--- src/logic/ssp_defs.svh ---
// constants of the serial shift port
`ifndef SSP_DEFS_SVH
`define SSP_DEFS_SVH
`define SSP_DATA_W      16
`define SSP_TX_DEPTH    2
`define SSP_MSB_8       4'h7
`define SSP_MSB_16      4'hF
`define SSP_CTL_W16_POS 4'hA
`define SSP_STAT_SIDL_POS 4'hD
`define SSP_PRI_DIV_0   7'h40
`define SSP_PRI_DIV_1   7'h10
`define SSP_PRI_DIV_2   7'h04
`define SSP_PRI_DIV_3   7'h01
`define SSP_SEC_BASE    4'h8
`endif

--- src/logic/ssp_pkg.sv ---
// types of the serial shift port
package ssp_pkg;
	typedef enum logic [1:0] {
		st_idle  = 2'b00,
		st_frame = 2'b01,
		st_shift = 2'b10,
		st_tail  = 2'b11
	} ssp_state_t;
endpackage

--- src/logic/ssp_stream_if.sv ---
// valid/ready word stream between the port and its transmit buffer
`timescale 1ns/1ps
interface ssp_stream_if #(parameter int W = 16);
	logic [W-1:0] data;
	logic         valid;
	logic         ready;
	modport src (output data, output valid, input ready);
	modport snk (input data, input valid, output ready);
endinterface

--- src/logic/ssp_tx_fifo.sv ---
// two-entry transmit holding buffer with valid and ready on both sides
`timescale 1ns/1ps
module ssp_tx_fifo #(
	parameter int W     = 16,
	parameter int DEPTH = 2
) (
	input  wire logic   clock,
	input  wire logic   reset,
	input  wire logic   flush,
	ssp_stream_if.snk   fill,
	ssp_stream_if.src   drain
);
	localparam int AW = (DEPTH > 1) ? $clog2(DEPTH) : 1;
	localparam logic [AW-1:0] LAST = AW'(DEPTH - 1);
	localparam logic [AW:0]   FULL = (AW+1)'(DEPTH);

	logic [W-1:0]  mem_r [DEPTH];
	logic [AW-1:0] wp_r;
	logic [AW-1:0] rp_r;
	logic [AW:0]   cnt_r;
	logic [AW:0]   cnt_nxt;
	logic          rdy_r;
	logic          push;
	logic          pop;

	// ready is a flop so the port can show it straight
	assign push        = fill.valid && rdy_r;
	assign pop         = drain.valid && drain.ready;
	assign fill.ready  = rdy_r;
	assign drain.valid = cnt_r != '0;
	assign drain.data  = mem_r[rp_r];
	assign cnt_nxt     = flush ? '0 : cnt_r + (AW+1)'(push) - (AW+1)'(pop);

	// storage needs no reset, the count guards it
	always_ff @(posedge clock) begin
		if (push) begin
			mem_r[wp_r] <= fill.data;
		end
	end

	// pointers, fill level and ready
	always_ff @(posedge clock or posedge reset) begin
		if (reset) begin
			wp_r  <= '0;
			rp_r  <= '0;
			cnt_r <= '0;
			rdy_r <= 1'b0;
		end else begin
			cnt_r <= cnt_nxt;
			rdy_r <= cnt_nxt < FULL;
			if (flush) begin
				wp_r <= '0;
				rp_r <= '0;
			end else begin
				if (push) begin
					wp_r <= (wp_r == LAST) ? '0 : wp_r + 1'b1;
				end
				if (pop) begin
					rp_r <= (rp_r == LAST) ? '0 : rp_r + 1'b1;
				end
			end
		end
	end
endmodule

--- src/logic/ssp_serial_port.sv ---
// serial shift port, master or slave, with double-buffered data paths
`timescale 1ns/1ps
`include "ssp_defs.svh"
module ssp_serial_port
	import ssp_pkg::*;
#(
	parameter int TX_DEPTH = `SSP_TX_DEPTH
) (
	input  wire logic        clock,
	input  wire logic        reset,
	input  wire logic        port_enable,
	input  wire logic        master_mode,
	input  wire logic        word_width_select,
	input  wire logic        clock_idle_polarity,
	input  wire logic        data_change_edge,
	input  wire logic        output_disable,
	input  wire logic        framed_mode_enable,
	input  wire logic        frame_sync_direction,
	input  wire logic        slave_select_enable,
	input  wire logic        stop_in_idle,
	input  wire logic [1:0]  primary_prescale,
	input  wire logic [2:0]  secondary_prescale,
	input  wire logic        cpu_sleep,
	input  wire logic        cpu_idle,
	input  wire logic        tx_wr_valid,
	input  wire logic [15:0] tx_wr_data,
	output wire logic        tx_wr_ready,
	input  wire logic        rx_rd_strobe,
	output logic      [15:0] shared_data_buffer,
	output logic             receive_full,
	output logic             receive_overflow_flag,
	output logic             transfer_done_flag,
	input  wire logic        transfer_done_clear,
	input  wire logic        transfer_done_irq_enable,
	output logic             transfer_irq,
	input  wire logic        shift_clock_pin_in,
	output logic             shift_clock_pin_out,
	output logic             shift_clock_pin_oe_n,
	input  wire logic        serial_data_in,
	output logic             serial_data_out,
	output logic             serial_data_out_oe_n,
	input  wire logic        slave_select_n_in,
	output logic             slave_select_n_out,
	output logic             slave_select_n_oe_n
);
	ssp_state_t  st_r;
	logic [2:0]  sync1_r;
	logic [2:0]  sync2_r;
	logic        sck_prev_r;
	logic        w16_prev_r;
	logic        sck_r;
	logic        fr_seen_r;
	logic [3:0]  cnt_r;
	logic [15:0] sr_r;
	logic [10:0] div_r;
	logic [10:0] half_period;
	logic [15:0] sr_in;
	logic [15:0] rx_word;
	logic [3:0]  last_idx;
	logic        sck_s, sdi_s, ss_s;
	logic        width_chg, halt, gen_sync, sel_off, slave_live;
	logic        running, tick, lead, trail, chg, smp;
	logic        cmp, rx_free, ld_idle, cur_msb;

	ssp_stream_if #(.W(16)) wr_if ();
	ssp_stream_if #(.W(16)) tx_if ();

	// msb of the active word width
	function automatic logic msb_of(input logic [15:0] v, input logic w16);
		msb_of = w16 ? v[`SSP_MSB_16] : v[`SSP_MSB_8];
	endfunction

	function automatic logic [6:0] pri_div(input logic [1:0] p);
		case (p)
			2'h0:    pri_div = `SSP_PRI_DIV_0;
			2'h1:    pri_div = `SSP_PRI_DIV_1;
			2'h2:    pri_div = `SSP_PRI_DIV_2;
			default: pri_div = `SSP_PRI_DIV_3;
		endcase
	endfunction

	// software writes enter the transmit holding buffer
	assign wr_if.data  = tx_wr_data;
	assign wr_if.valid = tx_wr_valid;
	assign tx_wr_ready = wr_if.ready;

	ssp_tx_fifo #(
		.W     (16),
		.DEPTH (TX_DEPTH)
	) u_txbuf (
		.clock (clock),
		.reset (reset),
		.flush (width_chg || !port_enable),
		.fill  (wr_if),
		.drain (tx_if)
	);

	// two-stage synchronisers for clock, data and select pins
	always_ff @(posedge clock or posedge reset) begin
		if (reset) begin
			sync1_r    <= 3'h7;
			sync2_r    <= 3'h7;
			sck_prev_r <= 1'b1; // matches the synchroniser reset, no false edge
			w16_prev_r <= 1'b0;
		end else begin
			sync1_r    <= {slave_select_n_in, serial_data_in, shift_clock_pin_in};
			sync2_r    <= sync1_r;
			sck_prev_r <= sync2_r[0];
			w16_prev_r <= word_width_select;
		end
	end

	assign sck_s = sync2_r[0];
	assign sdi_s = sync2_r[1];
	assign ss_s  = sync2_r[2];

	// stop conditions and select handling
	assign width_chg  = word_width_select != w16_prev_r;
	assign halt       = !port_enable || cpu_sleep || (cpu_idle && stop_in_idle) || width_chg;
	assign gen_sync   = framed_mode_enable && !frame_sync_direction;
	assign sel_off    = !master_mode && slave_select_enable && !framed_mode_enable && ss_s;
	assign slave_live = !receive_overflow_flag && !halt && !sel_off;

	// word length and shift values
	assign last_idx = word_width_select ? `SSP_MSB_16 : `SSP_MSB_8;
	assign sr_in    = {sr_r[14:0], sdi_s};
	assign rx_word  = word_width_select ? sr_in : {8'h00, sr_in[7:0]};
	assign cur_msb  = msb_of(sr_r, word_width_select);

	// master clock divider, primary times secondary factor per half period
	assign half_period = 11'(pri_div(primary_prescale))
		* 11'(`SSP_SEC_BASE - {1'b0, secondary_prescale});
	assign running = master_mode && st_r != st_idle && !receive_overflow_flag && !halt;
	assign tick    = running && div_r == half_period - 11'h001;

	always_ff @(posedge clock or posedge reset) begin
		if (reset) begin
			div_r <= 11'h000;
		end else if (!running || tick) begin
			div_r <= 11'h000;
		end else begin
			div_r <= div_r + 11'h001;
		end
	end

	// master shift clock rests at the idle level between words
	always_ff @(posedge clock or posedge reset) begin
		if (reset) begin
			sck_r <= 1'b0;
		end else if (!running) begin
			sck_r <= clock_idle_polarity;
		end else if (tick) begin
			sck_r <= !sck_r;
		end
	end

	// leading and trailing edges, then change and sample edges
	always_comb begin
		if (master_mode) begin
			lead  = tick && (sck_r == clock_idle_polarity);
			trail = tick && (sck_r != clock_idle_polarity);
		end else begin
			lead  = slave_live && (sck_s != sck_prev_r) && (sck_s != clock_idle_polarity);
			trail = slave_live && (sck_s != sck_prev_r) && (sck_s == clock_idle_polarity);
		end
		chg = data_change_edge ? trail : lead;
		smp = data_change_edge ? lead : trail;
	end

	// word end falls on the last sample edge, mid final bit for the master
	assign cmp     = st_r == st_shift && smp && cnt_r == last_idx && !halt && !sel_off;
	assign rx_free = !receive_full || rx_rd_strobe;
	assign ld_idle = st_r == st_idle && !halt && !sel_off && !receive_overflow_flag
		&& (master_mode ? (tx_if.valid && sck_r == clock_idle_polarity) : 1'b1);
	assign tx_if.ready = ld_idle || (cmp && !master_mode);

	// shift engine: state, bit count, shifter and data output
	always_ff @(posedge clock or posedge reset) begin
		if (reset) begin
			st_r            <= st_idle;
			cnt_r           <= 4'h0;
			sr_r            <= 16'h0000;
			fr_seen_r       <= 1'b0;
			serial_data_out <= 1'b0;
		end else if (halt || sel_off) begin
			st_r      <= st_idle;
			cnt_r     <= 4'h0;
			fr_seen_r <= 1'b0;
		end else begin
			case (st_r)
				st_idle: begin
					if (ld_idle) begin
						st_r      <= framed_mode_enable ? st_frame : st_shift;
						cnt_r     <= 4'h0;
						fr_seen_r <= 1'b0;
						if (tx_if.valid) begin
							sr_r <= tx_if.data;
						end
						if (data_change_edge) begin
							serial_data_out <= msb_of(tx_if.valid ? tx_if.data : sr_r, word_width_select);
						end
					end
				end
				st_frame: begin
					// generated pulse spans two edges, a received one is seen at sample
					if (gen_sync && (chg || smp)) begin
						fr_seen_r <= 1'b1;
						if (fr_seen_r) begin
							st_r <= st_shift;
						end
					end else if (!gen_sync && smp && ss_s) begin
						st_r <= st_shift;
					end
				end
				st_shift: begin
					if (chg) begin
						serial_data_out <= cur_msb;
					end
					if (smp) begin
						sr_r  <= sr_in;
						cnt_r <= cnt_r + 4'h1;
						if (cnt_r == last_idx) begin
							cnt_r     <= 4'h0;
							fr_seen_r <= 1'b0;
							if (master_mode) begin
								st_r <= st_tail;
							end else begin
								if (tx_if.valid) begin
									sr_r <= tx_if.data;
								end
								if (framed_mode_enable) begin
									st_r <= st_frame;
								end
							end
						end
					end
				end
				st_tail: begin
					if (sck_r == clock_idle_polarity || tick) begin
						st_r <= st_idle;
					end
				end
				default: st_r <= st_idle;
			endcase
		end
	end

	// receive buffer, full and overflow; a new event beats a read
	always_ff @(posedge clock or posedge reset) begin
		if (reset) begin
			shared_data_buffer    <= 16'h0000;
			receive_full          <= 1'b0;
			receive_overflow_flag <= 1'b0;
		end else begin
			if (cmp && rx_free) begin
				shared_data_buffer <= rx_word;
			end
			receive_full          <= (cmp && rx_free) || (receive_full && !rx_rd_strobe);
			receive_overflow_flag <= (cmp && !rx_free) || (receive_overflow_flag && !rx_rd_strobe);
		end
	end

	// done flag and gated interrupt; set wins over clear
	always_ff @(posedge clock or posedge reset) begin
		if (reset) begin
			transfer_done_flag <= 1'b0;
			transfer_irq       <= 1'b0;
		end else begin
			transfer_done_flag <= cmp || (transfer_done_flag && !transfer_done_clear);
			transfer_irq       <= transfer_done_flag && transfer_done_irq_enable;
		end
	end

	// pin drivers; enables are low while driving
	always_ff @(posedge clock or posedge reset) begin
		if (reset) begin
			shift_clock_pin_out  <= 1'b0;
			shift_clock_pin_oe_n <= 1'b1;
			serial_data_out_oe_n <= 1'b1;
			slave_select_n_out   <= 1'b0;
			slave_select_n_oe_n  <= 1'b1;
		end else begin
			shift_clock_pin_out  <= sck_r;
			shift_clock_pin_oe_n <= !master_mode;
			serial_data_out_oe_n <= output_disable || halt || sel_off;
			slave_select_n_out   <= gen_sync && st_r == st_frame;
			slave_select_n_oe_n  <= !gen_sync;
		end
	end
endmodule

--- config.mk ---
export PLATFORM = sky130hd
export DESIGN_NAME = ssp_serial_port
export DESIGN_NICKNAME = d
export VERILOG_FILES = /design/src/logic/ssp_pkg.sv /design/src/logic/ssp_stream_if.sv /design/src/logic/ssp_tx_fifo.sv /design/src/logic/ssp_serial_port.sv
export VERILOG_INCLUDE_DIRS = /design/src /design/src/logic
export SDC_FILE = /design/constraint.sdc
export NUM_CORES = 1
export LEC_CHECK = 0
export ABC_AREA = 1
export BUFFER_PORTS_ARGS = -buffer_cell sky130_fd_sc_hd__buf_2
export CAP_MARGIN = 10
export CORE_MARGIN = 2
export CORE_UTILIZATION = 59
export DETAILED_ROUTE_END_ITERATION = 10
export PLACE_DENSITY = 0.81
export SLEW_MARGIN = 5
export SYNTH_ARGS = -nofsm -noshare
export SYNTH_HDL_FRONTEND = slang
export SYNTH_HIERARCHICAL = 1
export SYNTH_SLANG_ARGS = --single-unit
--- constraint.sdc ---
create_clock -name clock -period 3.57 [get_ports clock]
set_input_delay 0 -clock clock [delete_from_list [all_inputs] [get_ports clock]]
set_output_delay 0 -clock clock [all_outputs]
set_load 0.005 [all_outputs]
==> results by group, run 1 <==
Clock network
  • Clock slew at reported path FFs: 110 ps
  • TritonCTS Buffers: 9
  • Htree depth: 3
  • Clock sink total: around 110
  • Worst skew pair latency: 390 ps
  • CTS tree: done
  • Clock root cell: clkbuf_8
  • Clk buf depth: 2

Min path
  • Min-delay worst type: in -> reg

Power
  • Pwr Total: about 2600 uW
  • Maximum vdd ir drop: about 0.32 mV
  • PD cells: about 350 mW/mm^2
  • P_leak: 0.00381 uW

Synthesis
  • Mapped Area: just under 0.006 sq mm
  • Sequential-to-total area share from yosys stat: 0.477
  • Syn_area_per_cell: approximately 8.5 sq um
  • Post-Synthesis Cells: approximately 700
  • Number of enable flip-flop cells after synthesis: 32
  • Netlist cell types: 46
  • Async SR Flop Fraction: 0.698
  • Top post-synthesis cells by area: dfrtp_1 27%, edfxtp_1 16%, nand2_1 12%
  • Synthesized Nets: 770
  • Synth top area share: 0.270
  • Warnings, synthesis: 6
  • Synth cell count leaders: 186 x nand2_1, 110 x inv_1, 64 x dfrtp_1
  • Primary FF master, synth: dfrtp_1
  • Synth area leader: dfrtp_1
  • Flops & latches, synth: 106
  • Count leader, synth: nand2_1

Setup path
  • Worst setup EP type: register
  • Most used cell, CP: inv_2
  • CP max-delay cell: fa_1
  • Crit path DAT: 3950 ps
  • Largest stage delay on the critical path: roughly 500 ps
  • Startpoint types: input port
  • WS Path Type: in -> reg
  • CP max FO: 5
  • Required time worst endpoint: about 3900 ps

Finish
  • Area grow syn2layout: 28.1%
  • Finished Layout Cells: 981
  • Nets: 917
  • Fill count: 641
  • # diodes: 0
  • Layout cell share with drive strength beyond 1: 0.281

GRT
  • First-pass GRT wire length: 22100 um
  • Largest net degree at the start of global routing: 50
  • GRT overflow: 0
  • Overall routing resource usage: 0.253
  • Initial antenna violation count: 0
  • Vias in the first global route: just under 5000

STA
  • Worst rel slew slack: 0.341
  • Final Slew Violations: 0
  • Worst-Margin Slew: 987 ps
  • Final hold slack: around 16 ps
  • Fin Setup TNS: -189 ps
  • Final worst-path cycle share: 1.03
  • Hold Fails Final Rpt: 0
  • Fin crit period: 3660 ps
  • Fin Clk Skew: 18.6 ps
  • RSZ-0062 raised after global routing: yes
  • Fmax achieved: between 0.2 and 0.3 GHz
  • Final worst slack: -92.4 ps
  • Final setup violation count: 4

Floorplan
  • Die Wd: approximately 100 um
  • CORE AREA: a little under 0.01 sq mm
  • Initial cell density of the core: 0.606
  • Ports: 69
  • Die ar.: 0.0109 sq mm
  • Site Rows: 36
  • DIE HEIGHT: 104 um

Drt
  • Routed WL per cell: ~14 um
  • DRT iter0 DRCs: 316
  • Via density: between 5 and 6
  • Remaining antenna violation count: 0
  • Drt pass-1 iters: 5
  • Vias after detailed routing: 5149
  • Drt total wl: 13700 um
  • Final routed DRC violation total: 0

Placement
  • RePlAce Congestion: 0.910
  • Placed Instances: 918
  • Hpwl dp: around 9500 um
  • IO buf count: about 70

Job
  • Maximum Capacitance Violations: 0

Status
  • Failing checks: setup timing
  • Status: complete, but fails checks
[final timing paths]
check	from	to	slack (ps)	depth (start not counted)
hold reg to reg	sync1_r[0]$_DFF_PP1_	sync2_r[0]$_DFF_PP1_	360	0
hold / removal	clock_idle_polarity	sck_r$_DFFE_PP0N_	20	5
min in group asynchronous	reset	u_txbuf/wp_r$_DFFE_PP0P_	50	3
max in group asynchronous	reset	serial_data_out_oe_n$_DFF_PP1_	2270	4
setup / recovery	secondary_prescale[0]	u_txbuf/cnt_r[1]$_DFF_PP0_	-90	33
setup reg to reg	div_r[7]$_DFF_PP0_	u_txbuf/cnt_r[1]$_DFF_PP0_	900	19
[power breakdown]
part / switching [uW] / internal [uW] / total [uW]
Clock: 464 / 280 / 744
Sequential: 28.9 / 1320 / 1350
Combinational: 329 / 226 / 555
Total: 822 / 1830 / 2650
[through the flow]
stage | utilization | setup slack, ps | cell area, sq um
after floorplan | - | -73.8 | 6050
after global placement | 0.686 | -461 | 6710
final | 0.777 | -92.4 | 7590
after CTS | 0.749 | -65.1 | 7320
after global routing | 0.777 | -308 | 7590
after detailed placement | 0.686 | -630 | 6710
[registers in the layout (all words and copies together) (netlist names), 2 cells and up]
signal and flops:
cnt_r 4, sync2_r 3, div_r 11, sync1_r 3
u_txbuf/mem_r 32, u_txbuf/cnt_r 2, sr_r 16, st_r 2
shared_data_buffer 16
[cell type report]
class,instances,area (sq um),share of cell area
timing repair inverter,2,17.5,0.00231
timing repair buffer,144,1100,0.145
multi-input combinational,464,2800,0.369
clock buffer,9,124,0.0163
tap,133,166,0.0219
clock inverter,7,71.3,0.00940
sequential,106,2830,0.372
inverter,116,484,0.0638
[worst max-delay path, delay by kind of cell]
kind	cells	cell delay, ps
buffers and inverters	8	500
AOI/OAI and AO/OA	1	200
adders and majority gates	7	1710
xor gates and xnor gates	1	190
and+or+nand+nor	16	1350
[cells by family (layout without fill, tap and decap cells)]
logic type / after synthesis / after routing / synth area share
compound gates: 74 / 74 / 0.0716
buf+inv: 126 / 278 / 0.0919
simple gates: 340 / 340 / 0.260
flops: 106 / 106 / 0.477
fa+ha+maj: 32 / 32 / 0.0727
xor+xnor: 18 / 18 / 0.0266
[layer usage]
| layer | global-route usage | part of all wire | vias to the layer above |
|---|---|---|---|
| met3 | 0.0576 | 0.047 | 31 |
| met2 | 0.435 | 0.51 | 153 |
| met5 | 0 | 0 | - |
| li1 | - | - | 2513 |
| met4 | 0.0714 | 0.020 | 0 |
| met1 | 0.324 | 0.43 | 2452 |
[placed cells by master, fill, tap and decap left out, types with 3 or more instances in the layout]
cell           count
a21oi_1           26
a21oi_2            5
buf_12             3
buf_2             66
buf_4             33
buf_6              9
clkbuf_8           9
dfrtp_1           64
dfstp_2           10
dlygate4sd3_1     31
edfxtp_1          32
fa_1               3
ha_1              18
ha_2               3
ha_4               7
inv_1             98
inv_2             13
inv_6              4
inv_8              5
nand2_1          177
nand2_2           24
nand3_1           36
nand3_2            8
nand3b_1           3
nand4_1            7
nor2_1            51
nor2_2             7
nor2_4             5
nor3_1             8
o21ai_0           27
o21ai_2            7
xnor2_1            9
xor2_1             8
[repair_timing]
| item | CTS | global route |
|---|---|---|
| gates cloned | 0 | 4 |
| hold buffers | 31 | 0 |
| gates resized for setup | 10 | 46 |
| pin swaps | 16 | 20 |
| buffers inserted | 9 | 11 |
| endpoints found under the setup margin | 3 | 32 |
| endpoints found under the hold margin | 102 | 0 |
(Power assumes the default switching activity.)
==> run 2: changes to the inputs <==
PLACE_DENSITY = 0.92   (was 0.81)
==> run 2 against run 1 <==
Against the previous run: the flow still finishes with violations (setup timing); fmax shrank 0.55%; sequential cell count unchanged; clock skew decreased by 0.67 ps; combinational power increased by 0.9%; global-route usage is 0.35 points higher; via count increased by 3.6%; sequential share of layout area up 0.92 points; die area did not move; setup slack got worse by 20 ps; power decreased by 2.0%; sequential power about the same; hold slack gained 20 ps; critical path type unchanged.
==> results by group, run 2 (same netlist as run 1, synthesis figures left out) <==
Status
  • Status: complete, but fails checks
  • Failing checks: setup timing

STA
  • Final worst-path cycle share: 1.03
  • Fin Setup TNS: -269 ps
  • Fin Clk Skew: 18.0 ps
  • Final worst slack: -113 ps
  • Final Slew Violations: 0
  • RSZ-0062 raised after global routing: yes
  • Fin crit period: approximately 3700 ps
  • Fmax achieved: 0.272 GHz
  • Final setup violation count: 3
  • Worst-Margin Slew: 1120 ps
  • Hold Fails Final Rpt: 0
  • Worst rel slew slack: 0.251

Clock network
  • CTS tree: done
  • Clock sink total: between 100 and 150
  • Htree depth: 3
  • Worst skew pair latency: 380 ps
  • Clock slew at reported path FFs: 100 ps
  • Clock root cell: clkbuf_8
  • Clk buf depth: 2
  • TritonCTS Buffers: 9

Drt
  • Final routed DRC violation total: 0
  • Routed WL per cell: 15.3 um
  • Via density: approximately 5.5
  • Vias after detailed routing: 5334
  • Drt pass-1 iters: 9
  • DRT iter0 DRCs: 523
  • Drt total wl: 14900 um
  • Remaining antenna violation count: 0

Finish
  • Largest regs: u_txbuf/mem_r x32, shared_data_buffer x16, sr_r x16
  • Area grow syn2layout: 25.0%
  • Commonest non-fill, non-tap cell in the layout: nand2_1
  • # diodes: 0
  • Fin util: 0.758
  • Number of flip-flops in the largest register: 32
  • Register bank with the most flops: u_txbuf/mem_r
  • Layout cell share with drive strength beyond 1: 0.262
  • Most frequent cells in the layout: 177 x nand2_1, 98 x inv_1, 66 x buf_2, 64 x dfrtp_1, 51 x nor2_1
  • Finished Layout Cells: between 900 and 1000
  • Nets: 908

GRT
  • First-pass GRT wire length: approximately 23000 um
  • Vias in the first global route: 5087
  • GRT overflow: 0
  • Overall routing resource usage: 0.257
  • Largest net degree at the start of global routing: 36
  • Initial antenna violation count: 0

Setup path
  • Worst reg2reg path depth: 8
  • Largest stage delay on the critical path: 530 ps
  • Largest delay contributor family on the critical path: adder cells
  • Most used cell, CP: inv_2
  • Buf/Inv on CP: 8
  • Required time worst endpoint: between 3000 and 4000 ps
  • CP max FO: 4
  • Crit path DAT: 3940 ps
  • WS Path Type: in -> reg
  • Worst setup EP type: register
  • Startpoint types: input port
  • CP max-delay cell: fa_1
  • Critical Path Stages: 30

Placement
  • RePlAce Congestion: 0.904
  • Placed Instances: 913
  • IO buf count: 68
  • Pre-CTS WS: -588 ps
  • Hpwl dp: 9770 um

Floorplan
  • Site Rows: 36
  • DIE HEIGHT: between 100 and 150 um
  • Die ar.: approximately 0.011 sq mm
  • CORE AREA: about 0.0098 sq mm
  • Initial cell density of the core: 0.606
  • Ports: slightly below 70
  • Die Wd: between 100 and 150 um

Power
  • P_leak: approximately 0.0037 uW
  • PD cells: 350 mW/mm^2
  • Maximum vdd ir drop: 0.290 mV

Min path
  • Hold depth: 4
  • Min-delay worst type: in -> reg

Job
  • Maximum Capacitance Violations: 0
[run 2: what timing repair did]
| item | 4_1_cts | 5_1_grt |
|---|---|---|
| cloned | 0 | 3 |
| endpoints found under the hold margin | 85 | 0 |
| hold buffers | 31 | 0 |
| setup endpoints to repair | 3 | 27 |
| setup buffers | 7 | 5 |
| gates resized for setup | 12 | 32 |
| pin swaps | 16 | 21 |
[run 2: final cells by class]
| cell class | instances | area, sq um |
|---|---|---|
| clock buffer | 9 | 124 |
| tap | 133 | 166 |
| clock inverter | 7 | 50.0 |
| timing repair buffer | 134 | 942 |
| multi-input combinational | 467 | 2820 |
| inverter | 116 | 477 |
| fill | 620 | 2370 |
| sequential | 106 | 2830 |
[run 2: worst register-to-register path, cell delays in order (launching register included)]
cell,delay (ps)
dfrtp_1,390
xnor2_1,280
nand3_1,160
nor2_2,250
nand4_1,230
a211oi_2,960
nand3_4,340
nor2_2,200
a21oi_1,60
[run 2: path summary, 6_finish.rpt]
path | startpoint | slack [ps] | endpoint
min | framed_mode_enable | 40 | slave_select_n_oe_n$_DFF_PP1_
max in group asynchronous | reset | 2290 | sync1_r[1]$_DFF_PP1_
min in group asynchronous | reset | 130 | u_txbuf/wp_r$_DFFE_PP0P_
max | secondary_prescale[0] | -110 | u_txbuf/fill.ready$_DFF_PP0_
min reg2reg | sync1_r[0]$_DFF_PP1_ | 360 | sync2_r[0]$_DFF_PP1_
max reg2reg | w16_prev_r$_DFF_PP0_ | 610 | sr_r[12]$_DFFE_PP0P_
[run 2: metrics by stage]
stage          hold slack [ps]  power, uW  area [sq um]
3_3_place_gp             -80.8       1820          6660
2_1_floorplan             -221       1700          6050
3_5_place_dp             -65.0       1850          6660
5_1_grt                   66.7       2710          7410
6_report                  36.3       2590          7410
4_1_cts                   33.5       2540          7240
[run 2: layer usage]
metal  global-route usage  vias up  part of all wire
met5                    0        -                 0
met4               0.0878        0             0.024
met3               0.0382       39             0.056
met2                0.465      260              0.52
met1                0.313     2536              0.40
li1                     -     2499                 -
[run 2: power by group]
part	switching, uW	total (uW)	internal, uW
combinational	339	560	221
clock	424	682	258
sequential	31.7	1350	1320
